===== config.mk =====
export PLATFORM = sky130hd
export DESIGN_NAME = serial_params
export DESIGN_NICKNAME = d
export VERILOG_FILES = /design/src/core/serial_params_pkg.sv /design/src/core/serial_params.sv
export VERILOG_INCLUDE_DIRS = /design/src /design/src/core
export SDC_FILE = /design/constraint.sdc
export NUM_CORES = 1
export LEC_CHECK = 0
export BUFFER_PORTS_ARGS = -buffer_cell sky130_fd_sc_hd__buf_2
export CORE_MARGIN = 4
export CORE_UTILIZATION = 35
export CTS_CLUSTER_SIZE = 12
export DETAILED_ROUTE_END_ITERATION = 12
export PLACE_DENSITY_LB_ADDON = 0.25
export SLEW_MARGIN = 15
export SYNTH_ARGS = -nofsm -noshare
export SYNTH_HDL_FRONTEND = slang
export SYNTH_SLANG_ARGS = --single-unit

===== constraint.sdc =====
create_clock -name clk -period 6.8 [get_ports clk]
set_input_delay 0.34 -clock clk [delete_from_list [all_inputs] [get_ports clk]]
set_output_delay 0.34 -clock clk [all_outputs]
set_load 0.005 [all_outputs]

===== src/core/serial_params_regs.svh =====
`ifndef SERIAL_PARAMS_REGS_SVH
`define SERIAL_PARAMS_REGS_SVH

// Register offsets (byte addresses, one word each)
`define SP_SUPERVISION_OUTPUT_CTRL  8'h00
`define SP_DISPLAY_TEST_TRIGGER     8'h04
`define SP_INTERNAL_FAULT_VALUE     8'h08
`define SP_EVENT_READ               8'h0c
`define SP_EVENT_REREAD             8'h10
`define SP_MODULE_STATUS            8'h14
`define SP_TIME_MS                  8'h18
`define SP_STORE_TO_NONVOLATILE     8'h1c
`define SP_PARAM_WORD               8'h20
`define SP_IRQ_STATUS               8'h24
`define SP_IRQ_MASK                 8'h28
`define SP_CTRL_STATUS              8'h2c
`define SP_EVENT_PUSH               8'h30

// Module status codes
`define SP_STAT_AUTO_RESET_BIT      0
`define SP_STAT_OVERFLOW_BIT        1

// Interrupt status bit positions
`define SP_IRQ_EVENT_BIT            0
`define SP_IRQ_OVERFLOW_BIT         1
`define SP_IRQ_STORE_DONE_BIT       2
`define SP_IRQ_ACCESS_ERR_BIT       3
`define SP_IRQ_WIDTH                4

// Time value
`define SP_TIME_MAX_MS              16'd59999
`define SP_MS_CYCLES                32'd20000
`define SP_CLK_HZ                   32'd20000000

// Nonvolatile store time in seconds, and the cycles it takes
`define SP_STORE_TIME_S             32'd10
`define SP_STORE_CYCLES             (`SP_STORE_TIME_S * `SP_CLK_HZ)

// Display test length in milliseconds
`define SP_DISPLAY_TEST_MS          32'd2000

// Factory default of the persistent parameter word
`define SP_PARAM_DEFAULT            16'h0143

`endif


===== src/core/serial_params_pkg.sv =====
package serial_params_pkg;

    typedef enum logic [1:0] {
        ST_IDLE    = 2'b00,
        ST_DEFAULT = 2'b01,
        ST_STORE   = 2'b10
    } nv_state_type;

    typedef struct packed {
        logic [15:0] time_ms;
        logic [5:0]  chan;
        logic [9:0]  code;
    } event_type;

endpackage


===== src/core/serial_params.sv =====
`timescale 1ns/100ps
`include "serial_params_regs.svh"

module serial_params #(
    parameter int          EVENT_DEPTH   = 8,
    parameter int unsigned STORE_CYCLES  = `SP_STORE_CYCLES,
    parameter int unsigned MS_CYCLES     = `SP_MS_CYCLES,
    parameter int unsigned TEST_MS       = `SP_DISPLAY_TEST_MS
) (
    input  wire logic        clk,
    input  wire logic        arst_n,
    input  wire logic [7:0]  addr,
    input  wire logic [31:0] wdata,
    input  wire logic        wr,
    input  wire logic        rd,
    output logic      [31:0] rdata,
    input  wire logic        ev_valid,
    input  wire logic [5:0]  ev_chan,
    input  wire logic [9:0]  ev_code,
    input  wire logic        auto_reset_seen,
    input  wire logic [7:0]  fault_code,
    input  wire logic        buttons_held,
    input  wire logic        nv_ack,
    output logic             supervision_out,
    output logic             display_test_active,
    output logic             display_on,
    output logic             nv_write,
    output logic      [15:0] nv_data,
    output logic      [15:0] param_word,
    output logic             irq
);

    localparam int PW = $clog2(EVENT_DEPTH);

    typedef struct packed {
        logic [1:0]                    boot_cnt;
        logic                          strap_taken;
        serial_params_pkg::nv_state_type nv_state;
        logic [31:0]                   nv_cnt;
        logic                          sup;
        logic                          test;
        logic [31:0]                   test_ms;
        logic [31:0]                   ms_cnt;
        logic [15:0]                   time_ms;
        logic                          stat_reset;
        logic                          stat_ovf;
        logic [PW:0]                   wp;
        logic [PW:0]                   rp;
        serial_params_pkg::event_type  last_ev;
        logic                          last_valid;
        logic [15:0]                   param;
        logic                          param_dirty;
        logic [15:0]                   saved;
        logic [`SP_IRQ_WIDTH-1:0]      irq_stat;
        logic [`SP_IRQ_WIDTH-1:0]      irq_mask;
        logic                          disp_on;
        logic [31:0]                   rdata;
    } state_type;

    state_type q, d;
    serial_params_pkg::event_type mem [EVENT_DEPTH];
    logic                         mem_we;
    logic [PW-1:0]                mem_wa;
    serial_params_pkg::event_type mem_wd;

    logic [PW:0]             fill;
    logic                    ev_empty;
    logic                    ev_full;
    logic [`SP_IRQ_WIDTH-1:0] ev_set;
    logic                    rd_ok;
    logic                    wr_ok;
    logic                    btn_held_s;
    logic                    nv_ack_s;

    // Buttons and memory ready come from outside the clock domain
    level_sync btn_sync_i (
        .clk    (clk),
        .arst_n (arst_n),
        .din    (buttons_held),
        .dout   (btn_held_s)
    );

    level_sync ack_sync_i (
        .clk    (clk),
        .arst_n (arst_n),
        .din    (nv_ack),
        .dout   (nv_ack_s)
    );

    assign fill     = q.wp - q.rp;
    assign ev_empty = (fill == '0);
    assign ev_full  = (fill == (PW+1)'(EVENT_DEPTH));

    // Write-only and read-only addresses
    always_comb begin
        rd_ok = 1'b1;
        wr_ok = 1'b1;
        case (addr)
            `SP_SUPERVISION_OUTPUT_CTRL,
            `SP_DISPLAY_TEST_TRIGGER,
            `SP_STORE_TO_NONVOLATILE: rd_ok = 1'b0;
            `SP_INTERNAL_FAULT_VALUE,
            `SP_EVENT_READ,
            `SP_EVENT_REREAD,
            `SP_CTRL_STATUS: wr_ok = 1'b0;
            `SP_MODULE_STATUS,
            `SP_TIME_MS,
            `SP_PARAM_WORD,
            `SP_IRQ_STATUS,
            `SP_IRQ_MASK,
            `SP_EVENT_PUSH: begin
            end
            default: begin
                rd_ok = 1'b0;
                wr_ok = 1'b0;
            end
        endcase
    end

    always_comb begin
        d        = q;
        mem_we   = 1'b0;
        mem_wa   = q.wp[PW-1:0];
        mem_wd   = '{time_ms: q.time_ms, chan: ev_chan, code: ev_code};
        ev_set   = '0;
        d.rdata  = 32'h0;

        // Millisecond time base, wraps after 59.999 s
        if (q.ms_cnt >= MS_CYCLES - 32'd1) begin
            d.ms_cnt = 32'h0;
            d.time_ms = (q.time_ms >= `SP_TIME_MAX_MS) ? 16'h0 : q.time_ms + 16'h1;
            if (q.test) begin
                if (q.test_ms >= TEST_MS - 32'd1) begin
                    d.test    = 1'b0;
                    d.test_ms = 32'h0;
                end else begin
                    d.test_ms = q.test_ms + 32'h1;
                end
            end
        end else begin
            d.ms_cnt = q.ms_cnt + 32'h1;
        end

        if (auto_reset_seen) begin
            d.stat_reset = 1'b1;
        end

        // Power-up default load and nonvolatile store sequencer
        case (q.nv_state)
            serial_params_pkg::ST_DEFAULT: begin
                d.param       = `SP_PARAM_DEFAULT;
                d.param_dirty = 1'b1;
                d.disp_on     = 1'b1;
                d.nv_state    = serial_params_pkg::ST_IDLE;
            end
            serial_params_pkg::ST_STORE: begin
                if (q.nv_cnt >= STORE_CYCLES - 32'd1 && nv_ack_s) begin
                    d.saved    = q.param;
                    d.nv_state = serial_params_pkg::ST_IDLE;
                    d.nv_cnt   = 32'h0;
                    ev_set[`SP_IRQ_STORE_DONE_BIT] = 1'b1;
                end else if (q.nv_cnt < STORE_CYCLES - 32'd1) begin
                    d.nv_cnt = q.nv_cnt + 32'h1;
                end
            end
            serial_params_pkg::ST_IDLE: begin
                // The strap is read only once the button level has settled
                if (!q.strap_taken && q.boot_cnt != 2'd2) begin
                    d.boot_cnt = q.boot_cnt + 2'd1;
                end else if (!q.strap_taken) begin
                    d.strap_taken = 1'b1;
                    if (btn_held_s) begin
                        d.nv_state = serial_params_pkg::ST_DEFAULT;
                    end else begin
                        d.param   = q.saved;
                        d.disp_on = 1'b1;
                    end
                end
            end
            default: d.nv_state = serial_params_pkg::ST_IDLE;
        endcase

        // Event capture from the module's own functions
        if (ev_valid) begin
            if (ev_full) begin
                d.stat_ovf = 1'b1;
                ev_set[`SP_IRQ_OVERFLOW_BIT] = 1'b1;
            end else begin
                mem_we = 1'b1;
                d.wp   = q.wp + (PW+1)'(1);
                ev_set[`SP_IRQ_EVENT_BIT] = 1'b1;
            end
        end

        if (rd) begin
            if (!rd_ok) begin
                ev_set[`SP_IRQ_ACCESS_ERR_BIT] = 1'b1;
            end else begin
                case (addr)
                    `SP_INTERNAL_FAULT_VALUE: d.rdata = {24'h0, fault_code};
                    `SP_EVENT_READ: begin
                        if (!ev_empty) begin
                            d.last_ev    = mem[q.rp[PW-1:0]];
                            d.last_valid = 1'b1;
                            d.rp         = q.rp + (PW+1)'(1);
                            d.rdata      = mem[q.rp[PW-1:0]];
                        end
                    end
                    `SP_EVENT_REREAD: d.rdata = q.last_valid ? q.last_ev : 32'h0;
                    `SP_MODULE_STATUS: d.rdata = {30'h0, q.stat_ovf, q.stat_reset};
                    `SP_TIME_MS: d.rdata = {16'h0, q.time_ms};
                    `SP_PARAM_WORD: d.rdata = {16'h0, q.param};
                    `SP_IRQ_STATUS: d.rdata = {28'h0, q.irq_stat};
                    `SP_IRQ_MASK: d.rdata = {28'h0, q.irq_mask};
                    `SP_CTRL_STATUS: d.rdata = {26'h0, q.param_dirty, q.disp_on, q.nv_state,
                                                q.test, q.sup};
                    default: d.rdata = 32'h0;
                endcase
            end
        end

        if (wr) begin
            if (!wr_ok) begin
                ev_set[`SP_IRQ_ACCESS_ERR_BIT] = 1'b1;
            end else begin
                case (addr)
                    `SP_SUPERVISION_OUTPUT_CTRL: begin
                        if (wdata == 32'h1) d.sup = 1'b1;
                        else if (wdata == 32'h0) d.sup = 1'b0;
                    end
                    `SP_DISPLAY_TEST_TRIGGER: begin
                        if (wdata == 32'h1) begin
                            d.test    = 1'b1;
                            d.test_ms = 32'h0;
                        end
                    end
                    `SP_MODULE_STATUS: begin
                        if (wdata == 32'h0) begin
                            d.stat_reset = auto_reset_seen;
                            d.stat_ovf   = ev_valid && ev_full;
                        end
                    end
                    `SP_TIME_MS: begin
                        if (wdata[15:0] <= `SP_TIME_MAX_MS) begin
                            d.time_ms = wdata[15:0];
                            d.ms_cnt  = 32'h0;
                        end
                    end
                    `SP_STORE_TO_NONVOLATILE: begin
                        if (wdata == 32'h1 && q.nv_state == serial_params_pkg::ST_IDLE
                            && q.strap_taken) begin
                            d.nv_state    = serial_params_pkg::ST_STORE;
                            d.nv_cnt      = 32'h0;
                            d.param_dirty = 1'b0;
                        end
                    end
                    `SP_PARAM_WORD: begin
                        d.param       = wdata[15:0];
                        d.param_dirty = 1'b1;
                    end
                    `SP_IRQ_MASK: d.irq_mask = wdata[`SP_IRQ_WIDTH-1:0];
                    `SP_EVENT_PUSH: begin
                        if (ev_full) begin
                            d.stat_ovf = 1'b1;
                            ev_set[`SP_IRQ_OVERFLOW_BIT] = 1'b1;
                        end else if (!ev_valid) begin
                            mem_we = 1'b1;
                            mem_wd = '{time_ms: q.time_ms, chan: wdata[15:10],
                                       code: wdata[9:0]};
                            d.wp   = q.wp + (PW+1)'(1);
                            ev_set[`SP_IRQ_EVENT_BIT] = 1'b1;
                        end
                    end
                    default: begin
                    end
                endcase
            end
        end

        // Sticky interrupt bits: set wins over write-one-to-clear
        if (wr && wr_ok && addr == `SP_IRQ_STATUS) begin
            d.irq_stat = q.irq_stat & ~wdata[`SP_IRQ_WIDTH-1:0];
        end
        d.irq_stat = d.irq_stat | ev_set;
    end

    always_ff @(posedge clk) begin
        if (mem_we) begin
            mem[mem_wa] <= mem_wd;
        end
    end

    always_ff @(posedge clk or negedge arst_n) begin
        if (!arst_n) begin
            q <= '0;
            q.saved <= `SP_PARAM_DEFAULT;
        end else begin
            q <= d;
        end
    end

    assign rdata               = q.rdata;
    assign supervision_out     = q.sup;
    assign display_test_active = q.test;
    assign display_on          = q.disp_on;
    assign nv_write            = (q.nv_state == serial_params_pkg::ST_STORE);
    assign nv_data             = q.param;
    assign param_word          = q.param;
    assign irq                 = |(q.irq_stat & q.irq_mask);

endmodule

// Two-flop synchroniser for a level from outside the clock domain
module level_sync (
    input  wire logic clk,
    input  wire logic arst_n,
    input  wire logic din,
    output logic      dout
);

    typedef struct packed {
        logic meta;
        logic sync;
    } sync_state_type;

    sync_state_type q, d;

    always_comb begin
        d.meta = din;
        d.sync = q.meta;
    end

    always_ff @(posedge clk or negedge arst_n) begin
        if (!arst_n) begin
            q <= '0;
        end else begin
            q <= d;
        end
    end

    assign dout = q.sync;

endmodule


After elaboration in Yosys (flattened, before gate mapping)
Memory sizes are Yosys's and may differ from the RTL's.
Cells that the tools add are included.
- add/subtract/negate cells: 8
- multipliers: 0
- div/mod/pow operators: 0
- magnitude comparators: 6
- equality and inequality tests: 20
- shift operators: 0
- muxes and demuxes: 87
- bitwise logic cells: 6
- reductions and logical operators: 24
- operator list (kind ; number):
    $mux W32 ; 9
    $pmux W32 S9 ; 1
    $mux W122 ; 2
    $mux W16 ; 11
    $mux W33 ; 4
    $add A32 B1 Y32 const B ; 3
    $mux W48 ; 2
    $mux W34 ; 2
    $eq A8 B6 Y1 const B ; 5
    $mux W1 ; 34
    $mux W17 ; 2
    $eq A32 B1 Y1 const B ; 1
    $eq A8 B5 Y1 const B ; 4
    $ge A32 B11 Y1 const B ; 1
    $ge A32 B15 Y1 const B ; 1
    $ge A32 B28 Y1 const B ; 1
    $logic_not A32 Y1 ; 1
    $lt A32 B28 Y1 const B ; 1
    $pmux W16 S2 ; 1
    $mux W4 ; 5
    $mux W2 ; 9
    $add A16 B1 Y16 const B ; 1
    $eq A8 B4 Y1 const B ; 2
    $ge A16 B16 Y1 const B ; 1
    other kinds (28) ; 47
- register bits after elaboration: 240
- latch bits: 0
- memory bits (writable): 256
- ROM bits: 0
- bits of input ports: 72
- output and inout bits: 69
- word-level logic and storage cells: 180
- memories: 1
- memories (name ; words ; bits a word ; read ports ; clocked after Yosys merged registers in ; write ports ; line ; text):
    mem ; 8 ; 32 ; 1 ; 0 ; 1 ; serial_params.sv:61 ; serial_params_pkg::event_type mem [EVENT_DEPTH];

Depth between registers and ports, before layout
Gate-level depths: netlist of the first run.
- word-level depth: 11
- mapped depth: 13
- depth with buffers taken out: 8

Cells and area by module
A second synthesis of the first run with hierarchy kept.
- cells, all modules: 1584
- area, all modules: 21714.6 um^2
- by module, submodules not included (module ; times used ; cells an instance ; area an instance (um^2) ; seq. area each (um^2)):
    serial_params ; 1 ; 1580 ; 21614.5 ; 13598.0
    level_sync ; 2 ; 2 ; 50.0 ; 50.0

Worst setup path after synthesis of the first run
No wires, ideal clock.
- path type: reg2reg
- start point: register q[108] (netlist name)
- end point: memory mem[2][0] (netlist name), enable pin
- setup time: 0.468 ns
- arrival time: 4.991 ns
- data required time: 6.332 ns
- path slack: 1.342 ns
- stages on the path, launching flop included: 11
- path buffers: 2
- clock period less this slack: 5.458 ns
- cell sequence: dfrtp_1 -> clkbuf_1 -> buf_1 -> inv_1 -> ha_1 -> nor2b_1 -> o21a_1 -> or3_1 -> a31oi_2 -> nand2_1 -> nor3b_1
- cells in the longest elaborated chain, start to end: 11
- RTL lines (element ; line ; text):
    start, declared ; serial_params.sv:60 ; state_type q, d;
    $sub A4 B4 Y4 (*) ; serial_params.sv:90 ; assign fill = q.wp - q.rp;
    $eq A4 B4 Y1 (*) ; serial_params.sv:92 ; assign ev_full = (fill == (PW+1)'(EVENT_DEPTH));
    $mux W1 ; serial_params.sv:185 ; if (ev_full) begin
    $mux W1 ; serial_params.sv:184 ; if (ev_valid) begin
    $mux W1 ; serial_params.sv:266 ; end else if (!ev_valid) begin
    $mux W1 ; serial_params.sv:263 ; if (ev_full) begin
    $mux W1 ; serial_params.sv:226 ; case (addr)
    $mux W1 ; serial_params.sv:223 ; if (!wr_ok) begin
    $mux W1 (*) ; serial_params.sv:222 ; if (wr) begin
    $mux W1 (*) ; serial_params.sv:288 ; if (mem_we) begin
    $mux W1 (implied by the code) (*) ; serial_params.sv:289 ; mem[mem_wa] <= mem_wd;
    end, declared ; serial_params.sv:61 ;
Every way passes the cells marked *; elsewhere a longest branch is shown, timed or not.

Final worst setup path of the first run
- start point: register q[108] (netlist name)
- end point: memory mem[2][29] (netlist name), enable pin
The elaborated chain is that of the path after synthesis.

==> results.txt, run 1 <==
Status: complete, no violations
Crit Path Class: flip-flop to flip-flop
Vias per cell: 5.24
Vias in the first global route: 13615
Sink Count: 496
Cells after synthesis: 1626
Max IR drop VDD: 0.167 mV
Minimum clock period: 4200 ps
DRT iter0 DRCs: 1152
Synth Register Bits: 496
N_diodes: 0
Crit. End Element: flip-flop
CTS tree: yes
Area occupied by multi-input gates: 6990 um2
Width of the die: 256 um
Least-Margin Pin Slew: 1270 ps
M1 GR Usage: 0.246
Setup crit start kind: flip-flop
Worst EP arrival: 4440 ps
Number of CTS-inserted buffers: 51
Crit path largest cell delay: 850 ps
Storage cell area: 13700 um2
Max FO, Critical Path: 27
Setup bufs post-CTS: 0
Setup TNS Final: 0 ps
Fill count: 5649
Hold Path Class: input pin to flip-flop
Fin crit share: 0.618
Top-count cell post-synth: nand2_1
Post-synth top cells: nand2_1 (268), edfxtp_1 (256), dfrtp_1 (236)
Routed length per instance: 21.6 um
Relative slew slack: 0.146
Yosys Warn Count: 0
# rows: 90
Pre-Repair DR Iteration Count: 6
Root buf cell: clkbuf_16
P_leak: 9.60 nW
Share of cells above drive strength 1: 0.214
Post-synth ARST share: 0.484
Slowest CP cell: dfrtp_2
# setup viols final: 0
Die footprint: 65300 um2
Total Routed Length: 55.1 mm
GR met2 Demand/Resource: 0.257
DRC: 0
Register area share after synthesis: 0.639
Cell Chain, Critical Path: inv_1 > ha_1 > nor2b_1 > o21a_1 > or3_1 > a31oi_2 > nand2_1 > nor3b_2 > buf_4
Area grow syn2layout: 13.3%
Met3 global-route usage: 0.0296
Via count: 13368
Maximum root-to-sink buffer count: 3
Unrepaired setup endpoints after global routing: false
Number of synthesized flops with an enable pin: 256
Grt peak-use layer: met2
Fmax: 0.238 GHz
Area fraction of the dominant cell type after synthesis: 0.358
MaxCap Viol Count: 0
Total gr overflow: 0
Clock-pin slew on the worst setup and hold paths: 60 ps
Post-Syn Area: 21400 um2
Yosys top cell by area: edfxtp_1
Clock latency on the worst-skew pair: 600 ps
PwrDens: 289 nW/um2
Syn Area/Cell: 13.2 um2
WP data required: 7040 ps
Port Buf Inserts: 140
Post-synth top flop: edfxtp_1
Ports: 141
Die height: 256 um
Core ar.: 60500 um2
Detailed Place HPWL: 35.9 mm
GRT Total Usage: 0.167
Top cells by area, synth: edfxtp_1 (36%), dfrtp_1 (28%), mux4_2 (6.9%)
Final hold violation count: 0
Cell variety after synth: 80
Initial antenna violation count: 0
Skew final: 11.0 ps
First-pass GRT wire length: 84.7 mm
Largest net degree at the start of global routing: 129
Slew Limit Fails: 0
Starting Density: 0.355
CTS H-Tree Depth: 2
Pre-CTS worst setup slack: 2560 ps
GPL Wtd Cong: 0.842
Overall Power: 0.00703 W
Final nets: 1808
Post-route ant nets: 0
Fin worst setup slack: 2600 ps
per-layer routing:
layer | wire length (um) | vias to the layer above
li1 | - | 6117
met1 | 25600 | 6820
met2 | 25200 | 369
met3 | 2990 | 62
met4 | 1270 | 0
met5 | 0 | -
repair_timing:
| action | CTS | global route |
|---|---|---|
| gates resized for setup | 0 | 0 |
| hold buffers | 5 | 0 |
| endpoints found under the hold margin | 116 | 0 |
power breakdown:
group          switching [W]  total [W]  internal [W]
clock network        0.00116    0.00271       0.00155
registers           0.000204    0.00373       0.00353
logic               0.000380   0.000584      0.000204
cell usage in the layout (no fill, tap or decap), types with 6 or more instances in the layout:
cell	Yosys	final
conb_1	1	17
mux4_2	66	66
a21oi_1	36	36
clkbuf_16	0	52
and3_1	19	19
inv_1	17	17
mux2_2	37	37
or3_1	6	6
a31oi_1	24	24
a222oi_1	14	14
nand2b_1	6	6
buf_2	27	139
a211oi_1	10	10
edfxtp_1	256	256
nor4b_1	7	7
o21ai_0	31	31
xnor2_1	31	31
nor2_1	115	114
ha_1	10	10
a22oi_1	20	20
a21o_1	16	16
clkbuf_1	36	24
dfrtp_1	236	234
clkinv_2	0	6
nand4_1	28	28
nor4_1	25	24
xor2_1	33	33
nand3_1	53	53
buf_4	64	22
mux2i_1	7	7
nor3_1	25	20
nand2_1	268	268
nor3b_1	9	7
worst paths after layout:
kind	slack [ps]	to	cells after the start	start
min in group asynchronous	390	q[159]	2	arst_n
hold reg to reg	360	btn_sync_i.dout	0	btn_sync_i.d[0]
max in group asynchronous	5240	q[115]	3	arst_n
setup reg to reg	2600	mem[2][29]	9	q[108]
setup / recovery	2600	mem[2][29]	9	q[108]
hold / removal	90	nv_data[10]	3	wdata[10]
flip-flops by register name, indices dropped and copies added, names as in the netlist:
name and count:
mem 256, display_test_active 1, nv_data 16, display_on 1, btn_sync_i.dout 1, q 182, btn_sync_i.d 1, mem_wa 3
ack_sync_i.dout 1, ack_sync_i.d 1, supervision_out 1, rdata 32
final cells by class:
| cell class | count | share of cell area |
|---|---|---|
| inverters | 17 | 0.00263 |
| multi-input cells | 992 | 0.288 |
| clock buffers | 81 | 0.0601 |
| repair buffers | 168 | 0.0389 |
| well taps | 782 | 0.0403 |
| flip-flops and latches | 496 | 0.564 |
| clock inverters | 13 | 0.00623 |
metrics by stage:
stage               utilization  hold slack, ps  area, um2  cells
floorplan                     -            44.4      21500   1642
global placement          0.374             362      22600   2450
detailed placement        0.374             351      22600   2450
CTS                       0.402            54.9      24300   2549
global route              0.402            65.7      24300   2549
finish                    0.402            92.2      24300   2549
logic make-up after synthesis:
logic type               after synthesis  share of synthesized area
adder cells (fa/ha/maj)               10                    0.00583
AO/OA/AOI/OAI                        185                     0.0622
buffers and inverters                154                     0.0411
XOR/XNOR                              64                     0.0261
flip-flops                           496                      0.639
multiplexers                         110                     0.0920
other                                  1                   0.000175
AND/OR/NAND/NOR                      606                      0.134
critical path, delay by kind of cell (launching register included):
family                   cells  cell delay, ps
AND/OR/NAND/NOR              4            1350
flip-flops                   1             850
buffers and inverters        2             670
AO/OA/AOI/OAI                2             630
adder cells (fa/ha/maj)      1             330
Power figures use the tool's default switching activity.
==> inputs of run 2 (changes only) <==
Clock period 6.8 ns to 3.4 ns, I/O delays scaled along.
==> run 2 against run 1 <==
Wire length up 2.6%. Maximum frequency rose by 36%. Clock power grew 100%. Sequential cell count unchanged. First-iteration DRC count shrank 8.0%. Sequential power grew 99%. Final cell count up 2.7%. Die area stayed put. Design area rose by 3.1%. Critical path type unchanged. Largest cell class unchanged. Largest power group unchanged. Highest routed layer unchanged.
==> results.txt, run 2 (same netlist as run 1, synthesis figures left out) <==
Status: complete, no violations
GRT Total Usage: 0.172
Pre-CTS worst setup slack: 303 ps
CTS tree: yes
Max FFs per register: 256
Fin worst setup slack: 319 ps
Clock-pin slew on the worst setup and hold paths: 60 ps
Detailed Place HPWL: 37.0 mm
Net switching fraction of the power: 0.249
PwrDens: 571 nW/um2
Final hold violation count: 0
Fmax: 0.325 GHz
Initial antenna violation count: 0
Setup TNS Final: 0 ps
Core ar.: 60500 um2
Slowest CP cell: mux2_2
Minimum clock period: 3080 ps
Hold Path Class: input pin to flip-flop
Setup crit start kind: flip-flop
Power Internal: 0.0107 W
Total Routed Length: 56.5 mm
Max FO, Critical Path: 16
N_diodes: 0
# rows: 90
M1 GR Usage: 0.242
Combinational group share of total power: 0.099
Routed length per instance: 21.6 um
Vias per cell: 5.23
Clk pwr share: 0.382
GPL Wtd Cong: 0.847
Worst hold margin: 49.0 ps
Crit path largest cell delay: 570 ps
Starting Density: 0.355
Crit Path Class: flip-flop to flip-flop
Commonest cells after routing, fill and taps aside: nand2_1 (266), edfxtp_1 (256), dfrtp_1 (234)
Root buf cell: clkbuf_16
Post-CTS Resized: 0
P_leak: 9.94 nW
Fin crit share: 0.906
MaxCap Viol Count: 0
Area grow syn2layout: 16.8%
Grt peak-use layer: met2
Clock latency on the worst-skew pair: 600 ps
Vias in the first global route: 13836
Total gr overflow: 0
DRT iter0 DRCs: 1060
Die height: 256 um
Slew Limit Fails: 0
Width of the die: 256 um
Maximum root-to-sink buffer count: 3
Via count: 13690
Worst EP arrival: 3410 ps
Die footprint: 65300 um2
Relative slew slack: 0.411
DRC: 0
Max IR drop VDD: 0.364 mV
GR met2 Demand/Resource: 0.272
Final nets: 1874
Met3 global-route usage: 0.0330
Number of CTS-inserted buffers: 52
Ports: 141
Sw power: 0.00357 W
# setup viols final: 0
Sink Count: 496
Sequential power share: 0.519
Post-route ant nets: 0
Setup bufs post-CTS: 0
CTS H-Tree Depth: 2
Crit. End Element: flip-flop
Skew final: 33.5 ps
Share of cells above drive strength 1: 0.223
Unrepaired setup endpoints after global routing: false
Largest net degree at the start of global routing: 77
Most common cell after layout, fill and taps aside: nand2_1
Port Buf Inserts: 140
Pre-Repair DR Iteration Count: 6
Least-Margin Pin Slew: 877 ps
First-pass GRT wire length: 86.8 mm
Reg with most FFs: mem
Cell Chain, Critical Path: inv_1 > ha_1 > nor2b_1 > o21a_1 > or3_4 > nand3_1 > nand3_2 > mux2_2
WP data required: 3730 ps
[run 2: worst paths after layout]
check / startpoint / end / slack, ps / cells past startpoint
setup reg to reg: mem_wa[0] / mem[1][5] / 320 / 8
hold reg to reg: ack_sync_i.d[0] / ack_sync_i.dout / 350 / 0
min in group asynchronous: arst_n / rdata[16] / 110 / 2
hold / removal: addr[1] / display_test_active / 50 / 4
max in group asynchronous: arst_n / q[41] / 2330 / 3
setup / recovery: mem_wa[0] / mem[1][5] / 320 / 8
[run 2: critical path: cells and delay by family, from the launching register on]
family	cells	cell delay, ps
simple gates	4	1130
mux	1	570
flops	1	450
buf+inv	1	230
fa+ha+maj	1	220
compound gates	1	190
[run 2: metrics by stage]
step | utilization | cell area [um2] | std cells | total power [W]
4_1_cts | 0.414 | 25100 | 2617 | 0.0145
2_1_floorplan | - | 21600 | 1642 | 0.00820
3_3_place_gp | 0.380 | 23000 | 2477 | 0.00888
3_5_place_dp | 0.380 | 23000 | 2477 | 0.00892
5_1_grt | 0.414 | 25100 | 2617 | 0.0149
6_report | 0.414 | 25100 | 2617 | 0.0143
[run 2: timing repair]
| item | in CTS | in global routing |
|---|---|---|
| hold buffers | 43 | 0 |
| endpoints found under the setup margin | 0 | 0 |
| endpoints found under the hold margin | 230 | 0 |
[run 2: per-layer routing]
| layer | wire length (um) | part of all wire |
|---|---|---|
| met3 | 3510 | 0.062 |
| met1 | 25300 | 0.45 |
| met2 | 25900 | 0.46 |
| met4 | 1750 | 0.031 |
| met5 | 0 | 0 |
[run 2: power by group through the flow]
stage	Clock [W]	Sequential [W]	Combinational [W]
2_1_floorplan	0	0.00738	0.000830
3_3_place_gp	0	0.00751	0.00137
3_5_place_dp	0	0.00755	0.00138
4_1_cts	0.00563	0.00743	0.00143
5_1_grt	0.00589	0.00748	0.00154
6_report	0.00547	0.00743	0.00141
[run 2: layout make-up]
type                       count  area (um2)
clock inverter                 8         104
inverter                      17        63.8
clock buffer                  89        1540
sequential                   496       13700
tap                          782         978
timing repair buffer         233        1620
fill                        5539       35400
multi-input combinational    992        7050
==> inputs of run 3 (changes only) <==
Settings changed: ABC_AREA from default to 1, BUFFER_PORTS_ARGS -buffer_cell sky130_fd_sc_hd__buf_2 to default, DONT_BUFFER_PORTS from default to 1.
==> run 3 against run 2 <==
The flow now finishes with violations (negative hold slack). Setup slack better by 150 ps. Maximum frequency up 5.0%. Area after synthesis up 5.1%. Final cell count up 26%. Clock power about the same. Sequential share of layout area down 0.85 points. Power up 4.4%. Global-route usage up 0.76 points. Combinational power up 47%. Sequential power about the same. Critical path type is now input pin to flip-flop. Critical endpoint is now mem[4][5]. Largest power group unchanged.
==> results.txt, run 3 <==
Largest net degree at the start of global routing: 241
Maximum root-to-sink buffer count: 3
Post-CTS Resized: 0
Least-Margin Pin Slew: 901 ps
RR Startpoint: mem_wa[1]
CTS Hold Bufs: 56
Clock latency on the worst-skew pair: 630 ps
Synth Register Bits: 496
Net switching fraction of the power: 0.278
Clock-pin slew on the worst setup and hold paths: 60 ps
Top cells by area, synth: edfxtp_1 (34%), dfrtp_1 (26%), nand2_1 (9.5%)
GRT Total Usage: 0.180
Routed length per instance: 18.9 um
DRC: 0
Sink Count: 496
Crit. End Element: flip-flop
Core ar.: 63400 um2
Area occupied by multi-input gates: 7290 um2
Relative slew slack: 0.400
Setup bufs post-CTS: 0
Storage cell area: 13700 um2
Detailed Place HPWL: 40.2 mm
Hold Path Class: input pin to asynchronous set/reset pin
Vias in the first global route: 16198
Unrepaired setup endpoints after global routing: false
CTS tree: yes
Total gr overflow: 0
Fmax: 0.341 GHz
Area grow syn2layout: 12.9%
Vias per cell: 5.06
PwrDens: 587 nW/um2
Max IR drop VDD: 0.397 mV
Minimum clock period: 2940 ps
Skew final: 67.7 ps
Port Buf Inserts: 0
Total Routed Length: 62.4 mm
# rows: 92
Share of cells above drive strength 1: 0.0608
Width of the die: 262 um
Sw power: 0.00415 W
Initial antenna violation count: 13
Pre-Repair DR Iteration Count: 5
Root buf cell: clkbuf_16
Post-Syn Area: 22500 um2
Register area share after synthesis: 0.608
Overall Power: 0.0149 W
Starting Density: 0.355
Clk pwr share: 0.366
Slew Limit Fails: 0
Worst Reg-to-Reg Cells: 13
P_leak: 10.4 nW
GPL Wtd Cong: 0.884
Post-synth ARST share: 0.484
Post-synth top flop: edfxtp_1
Final nets: 2492
CTS H-Tree Depth: 2
Yosys Warn Count: 0
Fin crit share: 0.864
Power Internal: 0.0108 W
Yosys top cell by area: edfxtp_1
Sequential power share: 0.495
Commonest cells after routing, fill and taps aside: nand2_1 (569), nor2_1 (306), edfxtp_1 (256)
R2R Path End: mem[2][4]
DRT iter0 DRCs: 1130
Final hold violation count: 240
Cell variety after synth: 43
Area fraction of the dominant cell type after synthesis: 0.341
# setup viols final: 0
Via count: 16714
Worst hold margin: -732 ps
Syn Area/Cell: 9.34 um2
Status: complete, but fails checks
Die footprint: 68500 um2
Ports: 141
Max FFs per register: 256
First-pass GRT wire length: 95.7 mm
Most common cell after layout, fill and taps aside: nand2_1
Top-count cell post-synth: nand2_1
Post-route ant nets: 0
Fill count: 6232
WP data required: 3670 ps
Setup crit start kind: input pin
Fin cells: 3305
Cells after synthesis: 2414
Combinational group share of total power: 0.139
Post-synth top cells: nand2_1 (569), nor2_1 (310), edfxtp_1 (256)
Worst EP arrival: 3200 ps
Reg with most FFs: mem
Max FO, Critical Path: 16
Die height: 262 um
Number of CTS-inserted buffers: 53
Register-to-register setup slack: 560 ps
Failing checks: negative hold slack
Number of synthesized flops with an enable pin: 256
MaxCap Viol Count: 0
Crit Path Class: input pin to flip-flop
Cells after DPL: 3145
-- run 3: cell count changes in the layout (fill, tap and decap cells not counted), sizes merged, moves of 21 or more --
cell and change:
xnor2 -25, mux2 -37, nand2 +306, buf -153, and3 -22, a21oi +44
nand3 +21, inv +190, nor4 -24, o21ai +210, o22ai +75, mux4 -66
nor2 +208
-- run 3: layer usage --
| layer | part of all wire | up-vias | track usage |
|---|---|---|---|
| met5 | 0.00099 | - | 0 |
| li1 | - | 7986 | - |
| met1 | 0.43 | 8074 | 0.239 |
| met2 | 0.47 | 516 | 0.288 |
| met4 | 0.040 | 12 | 0.0691 |
| met3 | 0.068 | 126 | 0.0410 |
-- run 3: worst max-delay path, stage by stage --
cell and delay, ps:
dlygate4sd3_1 570, nor2_4 130, dlygate4sd3_1 600, nand2_2 110, nor2_2 210, nand2_1 110
nand2_1 70, nor2_1 70, nand2_2 100, nand2_4 140, nor2_2 160, nand3_2 390
nand2_1 190, nand2_1 180
-- run 3: how the worst max path moves through the flow --
| stage | from | end | slack (ps) | cells past startpoint |
|---|---|---|---|---|
| final | addr[0] | mem[4][5] | 460 | 14 |
| after global routing | addr[0] | mem[2][4] | 220 | 14 |
| after CTS | addr[0] | mem[4][5] | 530 | 14 |
| after detailed placement | mem_wa[1] | mem[2][24] | 560 | 13 |
| after global placement | mem_wa[1] | mem[2][18] | 580 | 13 |
| after floorplan | q[108] | mem[1][0] | -450 | 15 |
-- run 3: cell type report --
type	instances	share of cell area
flip-flops and latches	496	0.538
multi-input cells	1560	0.287
clock buffers	76	0.0575
well taps	846	0.0416
repair buffers	93	0.0379
inverters	206	0.0304
clock inverters	19	0.00683
diodes	9	0.000885
-- run 3: cells by family after synthesis --
group,after synthesis,share of synthesized area
xor gates and xnor gates,35,0.0136
other,1,0.000166
buffers and inverters,374,0.0745
and+or+nand+nor,1057,0.192
AOI/OAI and AO/OA,441,0.107
DFF,496,0.608
adders and majority gates,10,0.00555
-- run 3: power by group through the flow --
stage / Clock [W] / Sequential (W) / Combinational, W
2_1_floorplan: 0 / 0.00743 / 0.00123
3_3_place_gp: 0 / 0.00749 / 0.00197
3_5_place_dp: 0 / 0.00751 / 0.00199
4_1_cts: 0.00561 / 0.00740 / 0.00209
5_1_grt: 0.00585 / 0.00745 / 0.00229
6_report: 0.00546 / 0.00740 / 0.00207
-- run 3: stage by stage --
| stage | setup slack [ps] | hold WS (ps) | cell area [um2] | util | setup TNS [ps] |
|---|---|---|---|---|---|
| global placement | 581 | -102 | 23200 | 0.366 | 0 |
| global route | 222 | -777 | 25400 | 0.401 | 0 |
| CTS | 527 | -777 | 25400 | 0.401 | 0 |
| detailed placement | 562 | -103 | 23200 | 0.366 | 0 |
| finish | 464 | -732 | 25500 | 0.401 | 0 |
| floorplan | -448 | -126 | 22600 | - | -84520 |
